[src/rtl/lss_pkg.sv]
// constants, types and timing figures shared by both ends of the linear sensor scan link
// assumes one system clock of 25 MHz; the pixel clock is derived from it by the controller
package lss_pkg;
	localparam int          LSS_SYS_CLK_MHZ     = 25;
	localparam int          LSS_SYS_PERIOD_NS   = 40;
	localparam int          LSS_PIX_MAX_KHZ     = 2000;
	localparam int          LSS_PIX_MIN_NS      = 1000000 / LSS_PIX_MAX_KHZ;
	// least pixel period in system cycles, rounded up
	localparam int          LSS_PIX_DIV_MIN     = (LSS_PIX_MIN_NS + LSS_SYS_PERIOD_NS - 1) / LSS_SYS_PERIOD_NS;
	// even divider keeps the pixel clock inside its duty window
	localparam int          LSS_PIX_DIV         = LSS_PIX_DIV_MIN + (LSS_PIX_DIV_MIN % 2);
	localparam int          LSS_PIXELS          = 512;
	localparam int          LSS_LEAD_TRIGS      = 13;
	localparam int          LSS_FIRST_VALID     = LSS_LEAD_TRIGS + 1;
	localparam int          LSS_SLOTS           = LSS_LEAD_TRIGS + LSS_PIXELS;
	localparam int          LSS_INTEG_EXTRA     = 6;
	localparam int          LSS_MIN_PERIOD      = 18;
	localparam int          LSS_MIN_HIGH        = 2;
	localparam int          LSS_MIN_LOW         = 16;
	localparam int          LSS_FULL_PERIOD     = 528;
	localparam int          LSS_VIDEO_W         = 12;
	localparam int          LSS_FIFO_DEPTH      = 32;
	localparam int          LSS_CNT_W           = 16;
	localparam logic [15:0] LSS_CNT_RST         = 16'h0000;

	typedef enum logic [2:0] {
		LSS_S_IDLE  = 3'b001,
		LSS_S_SHIFT = 3'b010,
		LSS_S_DONE  = 3'b100
	} lss_scan_state_t;
endpackage

[src/rtl/lss_if.sv]
// pins between the readout controller and the linear sensor
// assumes both ends share clk_sys_in; the pixel clock here is a sampled level, not a clock
interface lss_if #(
	parameter int VW = 12
);
	logic          pix_clk;
	logic          scan_start_pulse;
	logic          trig;
	logic          scan_done_flag;
	logic [VW-1:0] video;

	modport sensor (input pix_clk, input scan_start_pulse, output trig, output scan_done_flag, output video);
	modport ctrl   (output pix_clk, output scan_start_pulse, input trig, input scan_done_flag, input video);
endinterface

[src/rtl/lss_fifo.sv]
// synchronous fifo with valid/ready on both sides
// assumes one clock; flags are registered so ready and valid come from flip-flops
module lss_fifo #(
	parameter int W     = 12,
	parameter int DEPTH = 32
) (
	input  wire logic         clk_sys_in,
	input  wire logic         rst_in,
	input  wire logic [W-1:0] in_data_in,
	input  wire logic         in_valid_in,
	output logic              in_ready_out,
	output logic [W-1:0]      out_data_out,
	output logic              out_valid_out,
	input  wire logic         out_ready_in
);
	localparam int AW = $clog2(DEPTH);

	logic [W-1:0]  mem [DEPTH];
	logic [AW-1:0] wr_ptr_ff;
	logic [AW-1:0] rd_ptr_ff;
	logic [AW:0]   count_ff;
	logic [AW:0]   nxt_count;
	logic          push;
	logic          pop;

	assign push         = in_valid_in && in_ready_out;
	assign pop          = out_ready_in && out_valid_out;
	assign out_data_out = mem[rd_ptr_ff];

	always_comb begin
		nxt_count = count_ff;
		if (push && !pop)
			nxt_count = count_ff + 1'b1;
		else if (pop && !push)
			nxt_count = count_ff - 1'b1;
	end

	always_ff @(posedge clk_sys_in) begin
		if (push)
			mem[wr_ptr_ff] <= in_data_in;
	end

	always_ff @(posedge clk_sys_in or posedge rst_in) begin
		if (rst_in) begin
			wr_ptr_ff     <= '0;
			rd_ptr_ff     <= '0;
			count_ff      <= '0;
			in_ready_out  <= 1'b0;
			out_valid_out <= 1'b0;
		end else begin
			if (push)
				wr_ptr_ff <= (wr_ptr_ff == AW'(DEPTH - 1)) ? '0 : wr_ptr_ff + 1'b1;
			if (pop)
				rd_ptr_ff <= (rd_ptr_ff == AW'(DEPTH - 1)) ? '0 : rd_ptr_ff + 1'b1;
			count_ff      <= nxt_count;
			in_ready_out  <= nxt_count < (AW+1)'(DEPTH);
			out_valid_out <= nxt_count != '0;
		end
	end
endmodule

[src/rtl/lss_sensor.sv]
// sensor end: timing generator, shift sequencing, trigger and end-of-scan pins
// assumes pix_clk and scan_start_pulse are synchronous to clk_sys_in; scene pixels arrive by valid/ready
module lss_sensor
	import lss_pkg::*;
#(
	parameter int VW         = LSS_VIDEO_W,
	parameter int FIFO_DEPTH = LSS_FIFO_DEPTH
) (
	input  wire logic                 clk_sys_in,
	input  wire logic                 rst_in,
	lss_if.sensor                     link,
	input  wire logic [VW-1:0]        scene_data_in,
	input  wire logic                 scene_valid_in,
	output logic                      scene_ready_out,
	output logic [LSS_CNT_W-1:0]      integ_cycles_out,
	output logic                      scan_active_out,
	output logic                      underrun_out,
	output logic                      start_short_out
);
	localparam logic [9:0]           SLOT_LAST  = 10'(LSS_SLOTS - 1);
	localparam logic [9:0]           SLOT_VALID = 10'(LSS_LEAD_TRIGS);
	localparam logic [LSS_CNT_W-1:0] EXTRA      = LSS_CNT_W'(LSS_INTEG_EXTRA);
	localparam logic [LSS_CNT_W-1:0] MIN_HIGH   = LSS_CNT_W'(LSS_MIN_HIGH);
	localparam logic [LSS_CNT_W-1:0] MIN_LOW    = LSS_CNT_W'(LSS_MIN_LOW);
	localparam logic [LSS_CNT_W-1:0] MIN_PER    = LSS_CNT_W'(LSS_MIN_PERIOD);

	lss_scan_state_t        state_ff;
	lss_scan_state_t        nxt_state;
	logic                   clk_prev_ff;
	logic                   st_prev_ff;
	logic [LSS_CNT_W-1:0]   high_cnt_ff;
	logic [LSS_CNT_W-1:0]   low_cnt_ff;
	logic [LSS_CNT_W-1:0]   per_cnt_ff;
	logic [9:0]             slot_ff;
	logic [9:0]             nxt_slot;
	logic                   trig_ff;
	logic                   done_ff;
	logic [VW-1:0]          video_ff;
	logic                   pix_rise;
	logic                   pix_fall;
	logic                   st_fall;
	logic                   st_rise;
	logic                   advance;
	logic                   present;
	logic [VW-1:0]          fifo_data;
	logic                   fifo_valid;
	logic                   fifo_ready;
	logic                   fifo_pop;

	assign pix_rise = link.pix_clk && !clk_prev_ff;
	assign pix_fall = !link.pix_clk && clk_prev_ff;
	assign st_fall  = pix_rise && !link.scan_start_pulse && st_prev_ff;
	assign st_rise  = pix_rise && link.scan_start_pulse && !st_prev_ff;
	// one slot per pixel clock rising edge, so the data rate is the pixel clock rate
	assign advance  = pix_rise && (state_ff == LSS_S_SHIFT) && (slot_ff != SLOT_LAST);
	assign present  = (st_fall || advance) && (nxt_slot >= SLOT_VALID);
	assign fifo_pop = present;

	assign link.trig           = trig_ff;
	assign link.scan_done_flag = done_ff;
	assign link.video          = video_ff;

	// scene pixels wait here; the sensor drains one per video slot, so the source sees back-pressure
	lss_fifo #(
		.W     (VW),
		.DEPTH (FIFO_DEPTH)
	) u_scene_fifo (
		.clk_sys_in    (clk_sys_in),
		.rst_in        (rst_in),
		.in_data_in    (scene_data_in),
		.in_valid_in   (scene_valid_in),
		.in_ready_out  (fifo_ready),
		.out_data_out  (fifo_data),
		.out_valid_out (fifo_valid),
		.out_ready_in  (fifo_pop)
	);

	always_ff @(posedge clk_sys_in or posedge rst_in) begin
		if (rst_in) begin
			clk_prev_ff <= 1'b0;
			st_prev_ff  <= 1'b0;
		end else begin
			clk_prev_ff <= link.pix_clk;
			if (pix_rise)
				st_prev_ff <= link.scan_start_pulse;
		end
	end

	// phase lengths counted in pixel clocks; the high count also sizes integration
	always_ff @(posedge clk_sys_in or posedge rst_in) begin
		if (rst_in) begin
			high_cnt_ff <= LSS_CNT_RST;
			low_cnt_ff  <= LSS_CNT_RST;
			per_cnt_ff  <= LSS_CNT_RST;
		end else if (pix_rise) begin
			if (st_rise) begin
				high_cnt_ff <= LSS_CNT_W'(1);
				per_cnt_ff  <= LSS_CNT_W'(1);
			end else begin
				if (link.scan_start_pulse && high_cnt_ff != '1)
					high_cnt_ff <= high_cnt_ff + 1'b1;
				if (per_cnt_ff != '1)
					per_cnt_ff <= per_cnt_ff + 1'b1;
			end
			if (st_fall)
				low_cnt_ff <= LSS_CNT_W'(1);
			else if (!link.scan_start_pulse && low_cnt_ff != '1)
				low_cnt_ff <= low_cnt_ff + 1'b1;
		end
	end

	// sticky: a start pulse that breaks a phase minimum leaves the scan timing undefined
	always_ff @(posedge clk_sys_in or posedge rst_in) begin
		if (rst_in)
			start_short_out <= 1'b0;
		else if (st_fall && high_cnt_ff < MIN_HIGH)
			start_short_out <= 1'b1;
		else if (st_rise && (low_cnt_ff < MIN_LOW || per_cnt_ff < MIN_PER))
			start_short_out <= 1'b1;
	end

	// the controller's split of high and low decides this figure
	always_ff @(posedge clk_sys_in or posedge rst_in) begin
		if (rst_in)
			integ_cycles_out <= LSS_CNT_RST;
		else if (st_fall)
			integ_cycles_out <= high_cnt_ff + EXTRA;
	end

	always_comb begin
		nxt_state = state_ff;
		nxt_slot  = slot_ff;
		if (st_fall) begin
			nxt_state = LSS_S_SHIFT;
			nxt_slot  = '0;
		end else if (pix_rise) begin
			unique case (state_ff)
				LSS_S_IDLE: begin
					nxt_state = LSS_S_IDLE;
				end
				LSS_S_SHIFT: begin
					if (slot_ff == SLOT_LAST)
						nxt_state = LSS_S_DONE;
					else
						nxt_slot = slot_ff + 1'b1;
				end
				LSS_S_DONE: begin
					nxt_state = LSS_S_IDLE;
				end
				default: begin
					nxt_state = LSS_S_IDLE;
				end
			endcase
		end
	end

	always_ff @(posedge clk_sys_in or posedge rst_in) begin
		if (rst_in) begin
			state_ff <= LSS_S_IDLE;
			slot_ff  <= '0;
		end else begin
			state_ff <= nxt_state;
			slot_ff  <= nxt_slot;
		end
	end

	// trigger rises with each slot and falls with the pixel clock
	always_ff @(posedge clk_sys_in or posedge rst_in) begin
		if (rst_in)
			trig_ff <= 1'b0;
		else if (st_fall || advance)
			trig_ff <= 1'b1;
		else if (pix_fall)
			trig_ff <= 1'b0;
	end

	always_ff @(posedge clk_sys_in or posedge rst_in) begin
		if (rst_in)
			done_ff <= 1'b0;
		else if (st_fall)
			done_ff <= 1'b0;
		else if (pix_rise)
			done_ff <= (nxt_state == LSS_S_DONE);
	end

	// video changes with trigger rise so the controller samples a settled value on it
	always_ff @(posedge clk_sys_in or posedge rst_in) begin
		if (rst_in)
			video_ff <= '0;
		else if (present)
			video_ff <= fifo_valid ? fifo_data : '0;
		else if (st_fall || advance)
			video_ff <= '0;
	end

	// an empty fifo at a video slot gives a zero pixel; set wins over the scan-start clear
	always_ff @(posedge clk_sys_in or posedge rst_in) begin
		if (rst_in)
			underrun_out <= 1'b0;
		else if (present && !fifo_valid)
			underrun_out <= 1'b1;
		else if (st_fall)
			underrun_out <= 1'b0;
	end

	always_ff @(posedge clk_sys_in or posedge rst_in) begin
		if (rst_in) begin
			scan_active_out <= 1'b0;
			scene_ready_out <= 1'b0;
		end else begin
			scan_active_out <= (nxt_state == LSS_S_SHIFT);
			scene_ready_out <= fifo_ready;
		end
	end

	// this ready is one cycle behind the fifo; the fifo's own flag gates the push
	// so a valid met by one stale ready cycle is dropped and never written into the full fifo
endmodule

[src/flat_wrapper.sv]
// flat-port wrapper written by rule: the top's interface ports become plain ports
module lss_sensor_flat import lss_pkg::*;
#(
	parameter int VW         = LSS_VIDEO_W,
	parameter int FIFO_DEPTH = LSS_FIFO_DEPTH
)
  (clk_sys_in, rst_in, scene_data_in, scene_valid_in, scene_ready_out, integ_cycles_out, scan_active_out, underrun_out, start_short_out, link_pix_clk, link_scan_start_pulse, link_trig, link_scan_done_flag, link_video);
  lss_if #(.VW(VW)) link_i ();
  input  wire logic clk_sys_in;
  input  wire logic rst_in;
  input  wire logic [VW-1:0] scene_data_in;
  input  wire logic scene_valid_in;
  output logic scene_ready_out;
  output logic [LSS_CNT_W-1:0] integ_cycles_out;
  output logic scan_active_out;
  output logic underrun_out;
  output logic start_short_out;
  input wire logic [$bits(link_i.pix_clk)-1:0] link_pix_clk;
  input wire logic [$bits(link_i.scan_start_pulse)-1:0] link_scan_start_pulse;
  output wire logic [$bits(link_i.trig)-1:0] link_trig;
  output wire logic [$bits(link_i.scan_done_flag)-1:0] link_scan_done_flag;
  output wire logic [$bits(link_i.video)-1:0] link_video;
  assign link_i.pix_clk = link_pix_clk;
  assign link_i.scan_start_pulse = link_scan_start_pulse;
  assign link_trig = link_i.trig;
  assign link_scan_done_flag = link_i.scan_done_flag;
  assign link_video = link_i.video;
  lss_sensor #(.VW(VW), .FIFO_DEPTH(FIFO_DEPTH)) u_core (.clk_sys_in(clk_sys_in), .rst_in(rst_in), .link(link_i), .scene_data_in(scene_data_in), .scene_valid_in(scene_valid_in), .scene_ready_out(scene_ready_out), .integ_cycles_out(integ_cycles_out), .scan_active_out(scan_active_out), .underrun_out(underrun_out), .start_short_out(start_short_out));
endmodule
[config.mk]
export PLATFORM = sky130hd
export DESIGN_NAME = lss_sensor_flat
export DESIGN_NICKNAME = d
export VERILOG_FILES = /design/src/rtl/lss_pkg.sv /design/src/rtl/lss_if.sv /design/src/rtl/lss_fifo.sv /design/src/rtl/lss_sensor.sv /design/src/flat_wrapper.sv
export SDC_FILE = /design/constraint.sdc
export NUM_CORES = 1
export LEC_CHECK = 0
export BUFFER_PORTS_ARGS = -buffer_cell sky130_fd_sc_hd__buf_2
export CAP_MARGIN = 20
export CORE_MARGIN = 10
export CORE_UTILIZATION = 25
export CTS_CLUSTER_DIAMETER = 150
export CTS_CLUSTER_SIZE = 28
export DETAILED_ROUTE_END_ITERATION = 7
export GPL_ROUTABILITY_DRIVEN = 0
export MAX_ROUTING_LAYER = met4
export PLACE_DENSITY = 0.41
export SLEW_MARGIN = 5
export SYNTH_ARGS = -nofsm -noshare
export SYNTH_HDL_FRONTEND = slang
export SYNTH_SLANG_ARGS = --single-unit
[constraint.sdc]
create_clock -name clk_sys_in -period 4.62 [get_ports clk_sys_in]
set_input_delay 0.231 -clock clk_sys_in [delete_from_list [all_inputs] [get_ports clk_sys_in]]
set_output_delay 0.231 -clock clk_sys_in [all_outputs]
set_load 0.005 [all_outputs]
[After elaboration in Yosys (flattened, before gate mapping)]
Memory sizes are Yosys's and may differ from the RTL's.
Index checks and enable logic that the tools add are counted.
Word-level totals
  register bits: 115
  RAM bits: 384
  input port bits: 17
  output and inout bits: 34
  word-level logic and storage cells: 115
  memories: 1
Memory list
  u_core.u_scene_fifo.mem: words 32, bits a word 12, rd ports 1, clocked after Yosys merged registers in 0, wr ports 1, RTL line lss_fifo.sv:18  | logic [W-1:0] mem [DEPTH];
Operators by class
  add/sub/neg operators: 9
  magnitude comparators: 5
  equal/unequal tests: 10
  mux-type cells: 31
  reduce and logical (&&, ||, !) cells: 39
Operator list (count)
  16-bit two-way mux: 6
  16-bit by 1-bit adder with 16-bit output (second input constant): 3
  16-bit != test (second input constant): 3
  10-bit two-way mux: 4
  12-bit two-way mux: 3
  16-bit by 5-bit less-than comparator with 1-bit output (second input constant): 2
  1-bit logical AND: 18
  16-bit by 3-bit adder with 16-bit output (second input constant): 1
  16-bit by 2-bit less-than comparator with 1-bit output (second input constant): 1
  2-bit nonzero test: 8
  3-bit two-way mux: 4
  6-bit two-way mux: 2
  10-bit by 1-bit adder with 10-bit output (second input constant): 1
  5-bit by 1-bit adder with 5-bit output (second input constant): 2
  10-bit == test (second input constant): 1
  5-bit == test (second input constant): 2
  10-bit by 4-bit >= comparator with 1-bit output (second input constant): 1
  1-bit two-way mux: 10
  5-bit two-way mux: 2
  10-bit != test (second input constant): 1
  1-bit zero test: 7
  6-bit by 1-bit adder with 6-bit output (second input constant): 1
  3-bit by 2-bit == test with 1-bit output (second input constant): 2
  6-bit less-than comparator (second input constant): 1
  5 further kinds: 8

[Longest topological paths before layout]
Gate-level depths: netlist of the first run.
  depth in word-level cells: 12
  depth in mapped cells: 14
  gate-level depth less buffers: 11

[Modules after synthesis]
From an unflattened synthesis of the first run, not the netlist that was laid out.
Second synthesis, totals
  cells, all modules: 1522
  area, all modules: 21241.6 µm²
Modules (own cells, without submodules)
  lss_fifo: instances 1, cells an instance 954, area an instance 16010.4 µm², sequential area each 11981.5 µm²
  lss_sensor: instances 1, cells an instance 568, area an instance 5231.3 µm², sequential area each 2428.6 µm²

[Worst setup path before layout of the first run]
Ideal clock, no wire load.
  path kind: register to register
  start: register u_core.state_ff[0]
  end: register u_core.u_scene_fifo.out_valid_out
  library setup time: 0.129 ns
  arrival: 2.577 ns
  data required time: 4.491 ns
  slack: 1.914 ns
  cell stages (with the launch flop): 12
  buffers on the path: 2
  period minus slack after synthesis: 2.706 ns
  cell sequence: dfstp_2 -> or3b_1 -> buf_6 -> nor2_2 -> a21oi_1 -> or3_1 -> o211ai_2 -> o21a_1 -> buf_6 -> mux2i_1 -> xor2_1 -> a2111o_1
Between the ends
  cells in the longest elaborated chain, start to end: 11
  elaborated cells on any way between the ends: 16
  classes of those cells: order compare: 1; eq/ne: 1; mux: 5; reduce/logical: 9
RTL lines
  start, declared: RTL line lss_sensor.sv:27  | lss_scan_state_t state_ff;
  start signal, assigned: RTL line lss_sensor.sv:162  | state_ff <= nxt_state;
  3-bit by 2-bit == test with 1-bit output (*): RTL line lss_sensor.sv:55, lss_sensor.sv:137
  10-bit two-way mux: RTL line lss_sensor.sv:137  | unique case (state_ff)
  10-bit two-way mux: RTL line lss_sensor.sv:136  | end else if (pix_rise) begin
  10-bit two-way mux: RTL line lss_sensor.sv:133  | if (st_fall) begin
  10-bit by 4-bit >= comparator with 1-bit output: RTL line lss_sensor.sv:56  | assign present = (st_fall || advance) && (nxt_slot >= SLOT_VALID);
  1-bit logical AND (*): RTL line lss_sensor.sv:56
  1-bit logical AND (*): RTL line lss_fifo.sv:27  | assign pop = out_ready_in && out_valid_out;
  1-bit logical AND or 1-bit zero test (tied branches): RTL line lss_fifo.sv:34, lss_fifo.sv:32
  6-bit two-way mux or 1-bit logical AND (tied branches): RTL line lss_fifo.sv:34, lss_fifo.sv:32
  6-bit two-way mux (*): RTL line lss_fifo.sv:32  | if (push && !pop)
  via u_core.u_scene_fifo.nxt_count[2]: RTL line lss_fifo.sv:22  | logic [AW:0] nxt_count;
  6-bit nonzero test (*): RTL line lss_fifo.sv:57  | out_valid_out <= nxt_count != '0;
  end signal, assigned: RTL line lss_fifo.sv:49  | out_valid_out <= 1'b0;
  end signal, assigned: RTL line lss_fifo.sv:57
  end, declared: RTL line lss_fifo.sv:13  | output logic out_valid_out,
Mark *: on every way through the listed nets, which the timed path passes. The rest lies on a longest branch.
A chain may end at the register's enable or synchronous reset.

[Worst setup path in the final report of the first run]
  start: register u_core.st_prev_ff
  end: register u_core.u_scene_fifo.out_valid_out
Between the ends
  cells in the longest elaborated chain, start to end: 9
  elaborated cells on any way between the ends: 12
  classes of those cells: order compare: 1; mux: 3; reduce/logical: 8
RTL lines
  start, declared: RTL line lss_sensor.sv:30  | logic st_prev_ff;
  start signal, assigned: RTL line lss_sensor.sv:85  | st_prev_ff <= link.scan_start_pulse;
  1-bit logical AND (*): RTL line lss_sensor.sv:52  | assign st_fall = pix_rise && !link.scan_start_pulse && st_prev_ff;
  10-bit two-way mux (*): RTL line lss_sensor.sv:133
  via u_core.nxt_slot[3]: RTL line lss_sensor.sv:35  | logic [9:0] nxt_slot;
  10-bit by 4-bit >= comparator with 1-bit output (*): RTL line lss_sensor.sv:56
  1-bit logical AND (*): RTL line lss_sensor.sv:56
  1-bit logical AND (*): RTL line lss_fifo.sv:27
  1-bit logical AND or 1-bit zero test (tied branches): RTL line lss_fifo.sv:34, lss_fifo.sv:32
  6-bit two-way mux or 1-bit logical AND (tied branches): RTL line lss_fifo.sv:34, lss_fifo.sv:32
  6-bit two-way mux (*): RTL line lss_fifo.sv:32
  via u_core.u_scene_fifo.nxt_count[2]: RTL line lss_fifo.sv:22
  6-bit nonzero test (*): RTL line lss_fifo.sv:57
Marked as above.

==> results.md, run 1 <==
- Status: finished, final reports clean
- Largest net degree at the start of global routing: 63
- Register-to-register setup slack: 1.28 ns
- Post-Route WL: between 50 and 60 mm
- Clock net sink count: 499
- CP Launch Point: u_core.st_prev_ff
- Chip Width: 307 microns
- Hold Vio Cnt, Final: 0
- RSZ-0062 raised after global routing: no
- Pwr Total: 0.0101 W
- Power Dens Cells: ~440 nW/um^2
- Initial drt markers: 623
- Post-synth EDFFs: 384
- CP required: a little over 5 ns
- GRT Total Usage: a little over a tenth
- Worst-path clk slew: 0.11 ns
- Kind of critical path: register to register
- Vias in the first global route: 11.3k
- Endpoint type of the worst setup path: register
- CTS HTree Levels: 1
- Max Freq: 299 MHz
- R2R Path End: u_core.u_scene_fifo.out_valid_out
- Dominant cell type by area after synthesis: edfxtp_1
- Leak: slightly below 8 nW
- Post-DR vias/cell: 4.51
- Yosys reg bits: approximately 500
- Cts repair resizes: 0
- Worst R2R Path Depth: 11
- Via Count: 11.2k
- First-pass GRT wire length: roughly 76 mm
- Detailed-route DRC error count: 0
- Yosys Warn Count: 0
- Compound-cell area share of the yosys netlist: 6.50%
- Max Slew Vio Count: 0
- Synth top area share: a little under three fifths
- Post-layout min period: 3.34 ns
- Detail Route Antenna Nets: 0
- Post-Synth Adder-Cell Area: 0.972%
- Final Cycle Share: ~72%
- Crit path DAT: 3.80 ns
- Reg2reg start: u_core.st_prev_ff
- Core ar.: 81800 sq um
- Drt wl/cell: 20.3 microns
- Hold Crit Class: input port to register
- Port-buffer cells: 50
- Die height: 307 microns
- Mux share of post-synthesis cell area: 11.1%
- Die ar.: 94300 sq um
- First drt pass iteration count: 5
- Clock Path Buffers: 3
- Netlist Area Pre-Place: 20600 sq um
- Initial Util: 25.2%
- Diode count: 0
- CTS Buf Count: 21
- CP startpoint kind: register
- Synth cell types: 59
- Worst-skew pair later-pin latency: just under 0.6 ns
- Ratio of cells with drive above 1 in the final layout: around 16%
- Antenna violations before repair: 0
- Setup_tns: 0 ns
- CP endpoint: u_core.u_scene_fifo.out_valid_out
- Placement Setup Slack: 1.26 ns
- Root Buffer: clkbuf_16
- DP HPWL: 31.9 mm
- Peak VDD IR: 0.255 mV
- Post-Synth Simple-Gate Area: 7.32%
- Synth top area cells: edfxtp_1 56%, dfrtp_1 14%, mux4_2 6.6%
- Total gr overflow: 0
- Row cnt: 105
- Predominant post-synthesis flop cell: edfxtp_1
- IO Pins: ~50
- Sequential fraction of the synthesis area: approximately 70%
- CTS tree: built
- XOR/XNOR share of the synthesized area: 2.38%
- Synth Instances: roughly 1.3k
- Asr flop ratio synth: about 23%
- Rel. slew slack: 39.8%
- Layout area overhead: 11.6%
- Combinational family with the most area after synthesis: multiplexers
- Synth Net Count: 1370
- Final-report setup violation count: 0
- Final Skew: about 0.019 ns
- Critical path peak fanout: 27
- Nets@finish: 1431
- Synth Area per Inst: ~15 sq um
- Hold path start: link_scan_start_pulse
- Worst Max-Slew Pin Slew: between 0.9 and 1 ns
- Max-cap violations: 0
- Fin worst setup slack: 1.28 ns
-- critical path: stages, from the launching register on --
cell	delay, ns
dfrtp_1	0.53
nor2b_1	0.27
and2_1	0.58
buf_4	0.33
a211oi_1	0.09
nand3_1	0.12
o211ai_2	0.10
o21a_1	0.21
buf_4	0.24
mux2i_1	0.16
xor2_1	0.17
a2111o_1	0.40
-- flip-flops by register name, summed over array words and instances, names as in the netlist, 6 cells and up --
register / count
u_core.slot_ff: 10
u_core.high_cnt_ff: 16
u_core.link.video: 12
u_core.u_scene_fifo.mem: 384
u_core.integ_cycles_out: 16
u_core.low_cnt_ff: 16
u_core.per_cnt_ff: 16
u_core.u_scene_fifo.count_ff: 6
-- layer usage --
layer	wire length, microns	track usage [%]
met4	1130	2.35
met2	22700	16.4
met3	1360	1.20
met5	0	-
met1	25100	15.3
-- logic make-up after synthesis --
kind of cell,count (synthesis)
mux,150
simple gates,308
compound gates,218
flops,499
buf+inv,90
xor+xnor,56
fa+ha+maj,16
-- layout make-up --
class	count	area, sq um
fillers	8255	58900
clock buffers	36	582
repair buffers	106	698
flip-flops and latches	499	14400
well taps	1070	1340
clock inverters	2	38.8
inverters	22	87.6
multi-input cells	748	5830
-- what timing repair did --
item	in CTS	in global routing
endpoints found under the hold margin	62	0
hold buffers	2	0
buffers inserted	0	0
-- placed cells by master, fill, tap and decap left out, drive strengths merged, types with 3 or more instances in the layout --
| cell type | n |
|---|---|
| o22ai | 10 |
| a21o | 9 |
| ha | 16 |
| xnor2 | 29 |
| inv | 23 |
| a21oi | 59 |
| nand3b | 6 |
| clkbuf | 36 |
| nor2b | 3 |
| o221ai | 11 |
| dfrtp | 114 |
| a22o | 14 |
| mux2 | 25 |
| a31oi | 3 |
| nand4b | 3 |
| a221oi | 10 |
| o21ai | 77 |
| nand4 | 12 |
| nor4 | 15 |
| a211oi | 3 |
| nor3 | 12 |
| nand2b | 6 |
| and2 | 5 |
| mux2i | 65 |
| and3 | 6 |
| nor2 | 88 |
| xor2 | 27 |
| or3 | 21 |
| and4 | 5 |
| nand3 | 28 |
| or3b | 3 |
| nand2 | 86 |
| edfxtp | 384 |
| buf | 104 |
| a22oi | 11 |
| mux4 | 60 |
-- where the power goes --
group          switching, W  leakage (nW)  internal (W)  total, W
clock               0.00140         0.295      0.000934   0.00233
sequential         0.000341          4.98       0.00517   0.00551
combinational       0.00120          2.43       0.00102   0.00221
-- synthesized netlist by cell type (8+ instances only) --
cell,instances
nand2_1,86
xnor2_1,29
mux4_2,60
o21ai_0,76
clkbuf_1,45
nor4_1,14
a21oi_1,59
buf_1,8
mux2i_1,65
mux2_2,25
xor2_1,27
o221ai_1,11
edfxtp_1,384
nand4_1,12
inv_1,22
dfrtp_1,114
nor3_1,12
a21o_1,9
buf_2,13
a221oi_1,10
a22oi_1,11
a22o_1,14
nor2_1,87
nand3_1,28
or3_1,21
o22ai_1,10
ha_1,16
-- how the worst min path moves through the flow --
stage	cells past startpoint	slack, ns	end
finish	3	0.12	u_core.st_prev_ff
CTS	3	0.07	u_core.st_prev_ff
global route	3	0.13	u_core.st_prev_ff
global placement	2	0.35	u_core.per_cnt_ff[7]
floorplan	0	0.26	u_core.clk_prev_ff
detailed placement	2	0.35	u_core.per_cnt_ff[8]
-- through the flow --
| step | cells | area [sq um] | hold slack, ns | utilization (%) |
|---|---|---|---|---|
| 2_1_floorplan | 1337 | 20600 | 0.262 | - |
| 3_3_place_gp | 2442 | 22300 | 0.349 | 27.3 |
| 3_5_place_dp | 2442 | 22300 | 0.349 | 27.3 |
| 4_1_cts | 2482 | 23000 | 0.0656 | 28.1 |
| 5_1_grt | 2483 | 23000 | 0.125 | 28.1 |
| 6_report | 2483 | 23000 | 0.115 | 28.1 |
(Power assumes the default switching activity.)
==> inputs of run 2 (changes only) <==
==> constraint.sdc (replaced) <==
create_clock -name clk_sys_in -period 3.1 [get_ports clk_sys_in]
set_input_delay 0.155 -clock clk_sys_in [delete_from_list [all_inputs] [get_ports clk_sys_in]]
set_output_delay 0.155 -clock clk_sys_in [all_outputs]
set_load 0.005 [all_outputs]
==> run 2 against run 1 <==
  * Core utilization is 0.30 points higher
  * Clock power is 54% higher
  * Global-route usage is 0.070 points higher
  * Combinational power is 56% higher
  * Maximum frequency is 16% higher
  * Sequential share of layout area is 0.65 points lower
  * Die area stayed put
  * Clock-buffer cell count stayed put
  * Sequential power is 47% higher
  * Register-to-register slack worse by 1.1 ns
  * Critical endpoint unchanged
  * Largest cell class unchanged
==> results.md, run 2 (synthesis gave the netlist of run 1 again) <==
- Status: finished, final reports clean
- Worst-skew pair later-pin latency: 0.62 ns (+0.03 ns)
- Peak VDD IR: 0.410 mV (+61%)
- Met2 wire length: 22.9 mm (+0.67%)
- Area occupied by multi-input gates: 5830 sq um (unchanged)
- Post-Route WL: 49.9 mm (-0.93%)
- Initial drt markers: 637 (+2.2%)
- CP max stage delay: 0.45 ns (-0.13 ns)
- Detail Route Antenna Nets: 0 (unchanged)
- CTS tree: built
- Final-report setup violation count: 0 (unchanged)
- Nets@finish: 1453 (+1.5%)
- Chip Width: 307 microns (unchanged)
- Final Skew: 0.0507 ns (+0.0314 ns)
- Initial Util: 25.2% (unchanged)
- Layout area overhead: 12.8%
- CTS HTree Levels: 1 (unchanged)
- First drt pass iteration count: 5 (unchanged)
- Max Slew Vio Count: 0 (unchanged)
- CP required: 3.60 ns (-1.48 ns)
- Crit path DAT: 3.38 ns (-0.42 ns)
- Drt wl/cell: 19.9 microns (-1.8%)
- RSZ-0062 raised after global routing: no
- Largest net degree at the start of global routing: 60 (-4.8%)
- Endpoint type of the worst setup path: register
- Vias in the first global route: 11.6k (+3.0%)
- Placed inst area: 22500 sq um (+0.81%)
- Hold Worst Slack: 0.0766 ns (-0.0386 ns)
- Detailed-route DRC error count: 0 (unchanged)
- Post-DR vias/cell: 4.52 (+0.35%)
- Die ar.: 94300 sq um (unchanged)
- Row cnt: 105 (unchanged)
- FF+latch area: 14400 sq um (unchanged)
- Rel. slew slack: 37.1% (-2.7 points)
- First-pass GRT wire length: 76.8 mm (+1.3%)
- Pwr Total: 0.0151 W (+51%)
- Antenna violations before repair: 0 (unchanged)
- Final Cycle Share: 92.9% (+20 points)
- Top layer in use: met4
- Ratio of cells with drive above 1 in the final layout: 17.3% (+1.3 points)
- Fillers: 8227 (-0.34%)
- GRT Total Usage: 10.8% (+0.070 points)
- WL met3: 1.53 mm (+12%)
- Port-buffer cells: 50 (unchanged)
- Leak: 7.83 nW (+1.7%)
- Kind of critical path: register to register
- Final design utilization: 28.4% (+0.30 points)
- Clock Path Buffers: 3 (unchanged)
- Most flops, register: u_core.u_scene_fifo.mem
- Hold Crit Class: input port to async pin
- Core ar.: 81800 sq um (unchanged)
- WL met1: 24.5 mm (-2.7%)
- Root Buffer: clkbuf_16
- CP startpoint kind: register
- Worst-path clk slew: 0.12 ns (about the same)
- Setup_tns: 0 ns (unchanged)
- Crit-path slowest cell: or3b_1
- DP HPWL: 32.6 mm (+2.3%)
- Worst Max-Slew Pin Slew: 0.943 ns (+0.0404 ns)
- IO Pins: 51 (unchanged)
- Worst R2R Path Depth: 10 (-1)
- Max-cap violations: 0 (unchanged)
- Via Count: 11.3k (+1.3%)
- CP cell instances: or3b_1 > buf_4 > nor4_4 > xnor2_1 > or3_1 > o211ai_2 > o21a_2 > mux2i_1 > xor2_1 > a2111o_1
- Max Freq: 347 MHz (+16%)
- Hold Vio Cnt, Final: 0 (unchanged)
- CTS Buf Count: 22 (+4.8%)
- Final Cell Area: 23200 sq um (+1.1%)
- Power Dens Cells: 651 nW/um^2 (+49%)
- Max reg flops: 384 (unchanged)
- Die height: 307 microns (unchanged)
- Most common cell after layout, fill and taps aside: edfxtp_1
- Commonest non-fill, non-tap cells in the layout: 384 x edfxtp_1, 112 x dfrtp_1, 86 x nand2_1, 86 x nor2_1, 76 x o21ai_0
- Critical path peak fanout: 5 (-81%)
- Total gr overflow: 0 (unchanged)
- Post-layout min period: 2.88 ns (-0.465 ns)
- Clock net sink count: 499 (unchanged)
[run 2: changes by cell type in the layout (fill, tap and decap cells not counted), sizes merged]
cell and delta:
diode +1, buf +20, dlygate4sd3 +1, clkinvlp +1, bufinv -1, clkinv +1
[run 2: worst max-delay path, delay by kind of cell (launching register included)]
kind | cells | cell delay, ns
AND/OR/NAND/NOR | 3 | 1.03
buffers and inverters | 1 | 0.20
flip-flops | 1 | 0.40
multiplexers | 1 | 0.22
XOR/XNOR | 2 | 0.24
AO/OA/AOI/OAI | 3 | 0.72
[run 2: through the flow]
step / setup WS (ns) / std cells
floorplan: 0.394 / 1337
global placement: 0.198 / 2463
detailed placement: 0.120 / 2463
CTS: 0.121 / 2505
global route: 0.0454 / 2505
finish: 0.221 / 2506
[run 2: path summary, 6_finish.rpt]
| kind | from | end | slack, ns |
|---|---|---|---|
| max | u_core.state_ff[2] | u_core.u_scene_fifo.out_valid_out | 0.22 |
| min | rst_in | u_core.per_cnt_ff[10] | 0.08 |
| max reg2reg | u_core.state_ff[2] | u_core.u_scene_fifo.out_valid_out | 0.22 |
| min reg2reg | u_core.integ_cycles_out[15] | u_core.integ_cycles_out[15] | 0.49 |
| max in group asynchronous | rst_in | u_core.u_scene_fifo.rd_ptr_ff[0] | 2.01 |
| min in group clk_sys_in | scene_data_in[4] | u_core.u_scene_fifo.mem[18][4] | 0.09 |
[run 2: layout make-up]
cell class,instances,area share (%)
diodes,1,0.0108
clock buffers,36,2.60
clock inverters,3,0.285
inverters,22,0.372
multi-input cells,748,25.1
flip-flops and latches,499,62.1
well taps,1070,5.76
repair buffers,127,3.83
[run 2: per-layer routing]
metal | vias up | GRT usage, %
met1 | 5847 | 15.0
met4 | 0 | 2.28
li1 | 5289 | -
met5 | - | -
met3 | 41 | 1.65
met2 | 156 | 16.7
[run 2: power breakdown]
part / switching [W] / total (W) / internal (W)
logic: 0.00188 / 0.00345 / 0.00158
registers: 0.000395 / 0.00810 / 0.00770
clock network: 0.00218 / 0.00358 / 0.00140
[run 2: repair_timing]
| item | 4_1_cts | 5_1_grt |
|---|---|---|
| setup endpoints to repair | 0 | 2 |
| resized for setup | 0 | 2 |
| hold buffers | 3 | 0 |
| buffers inserted | 0 | 0 |
| endpoints found under the hold margin | 73 | 0 |
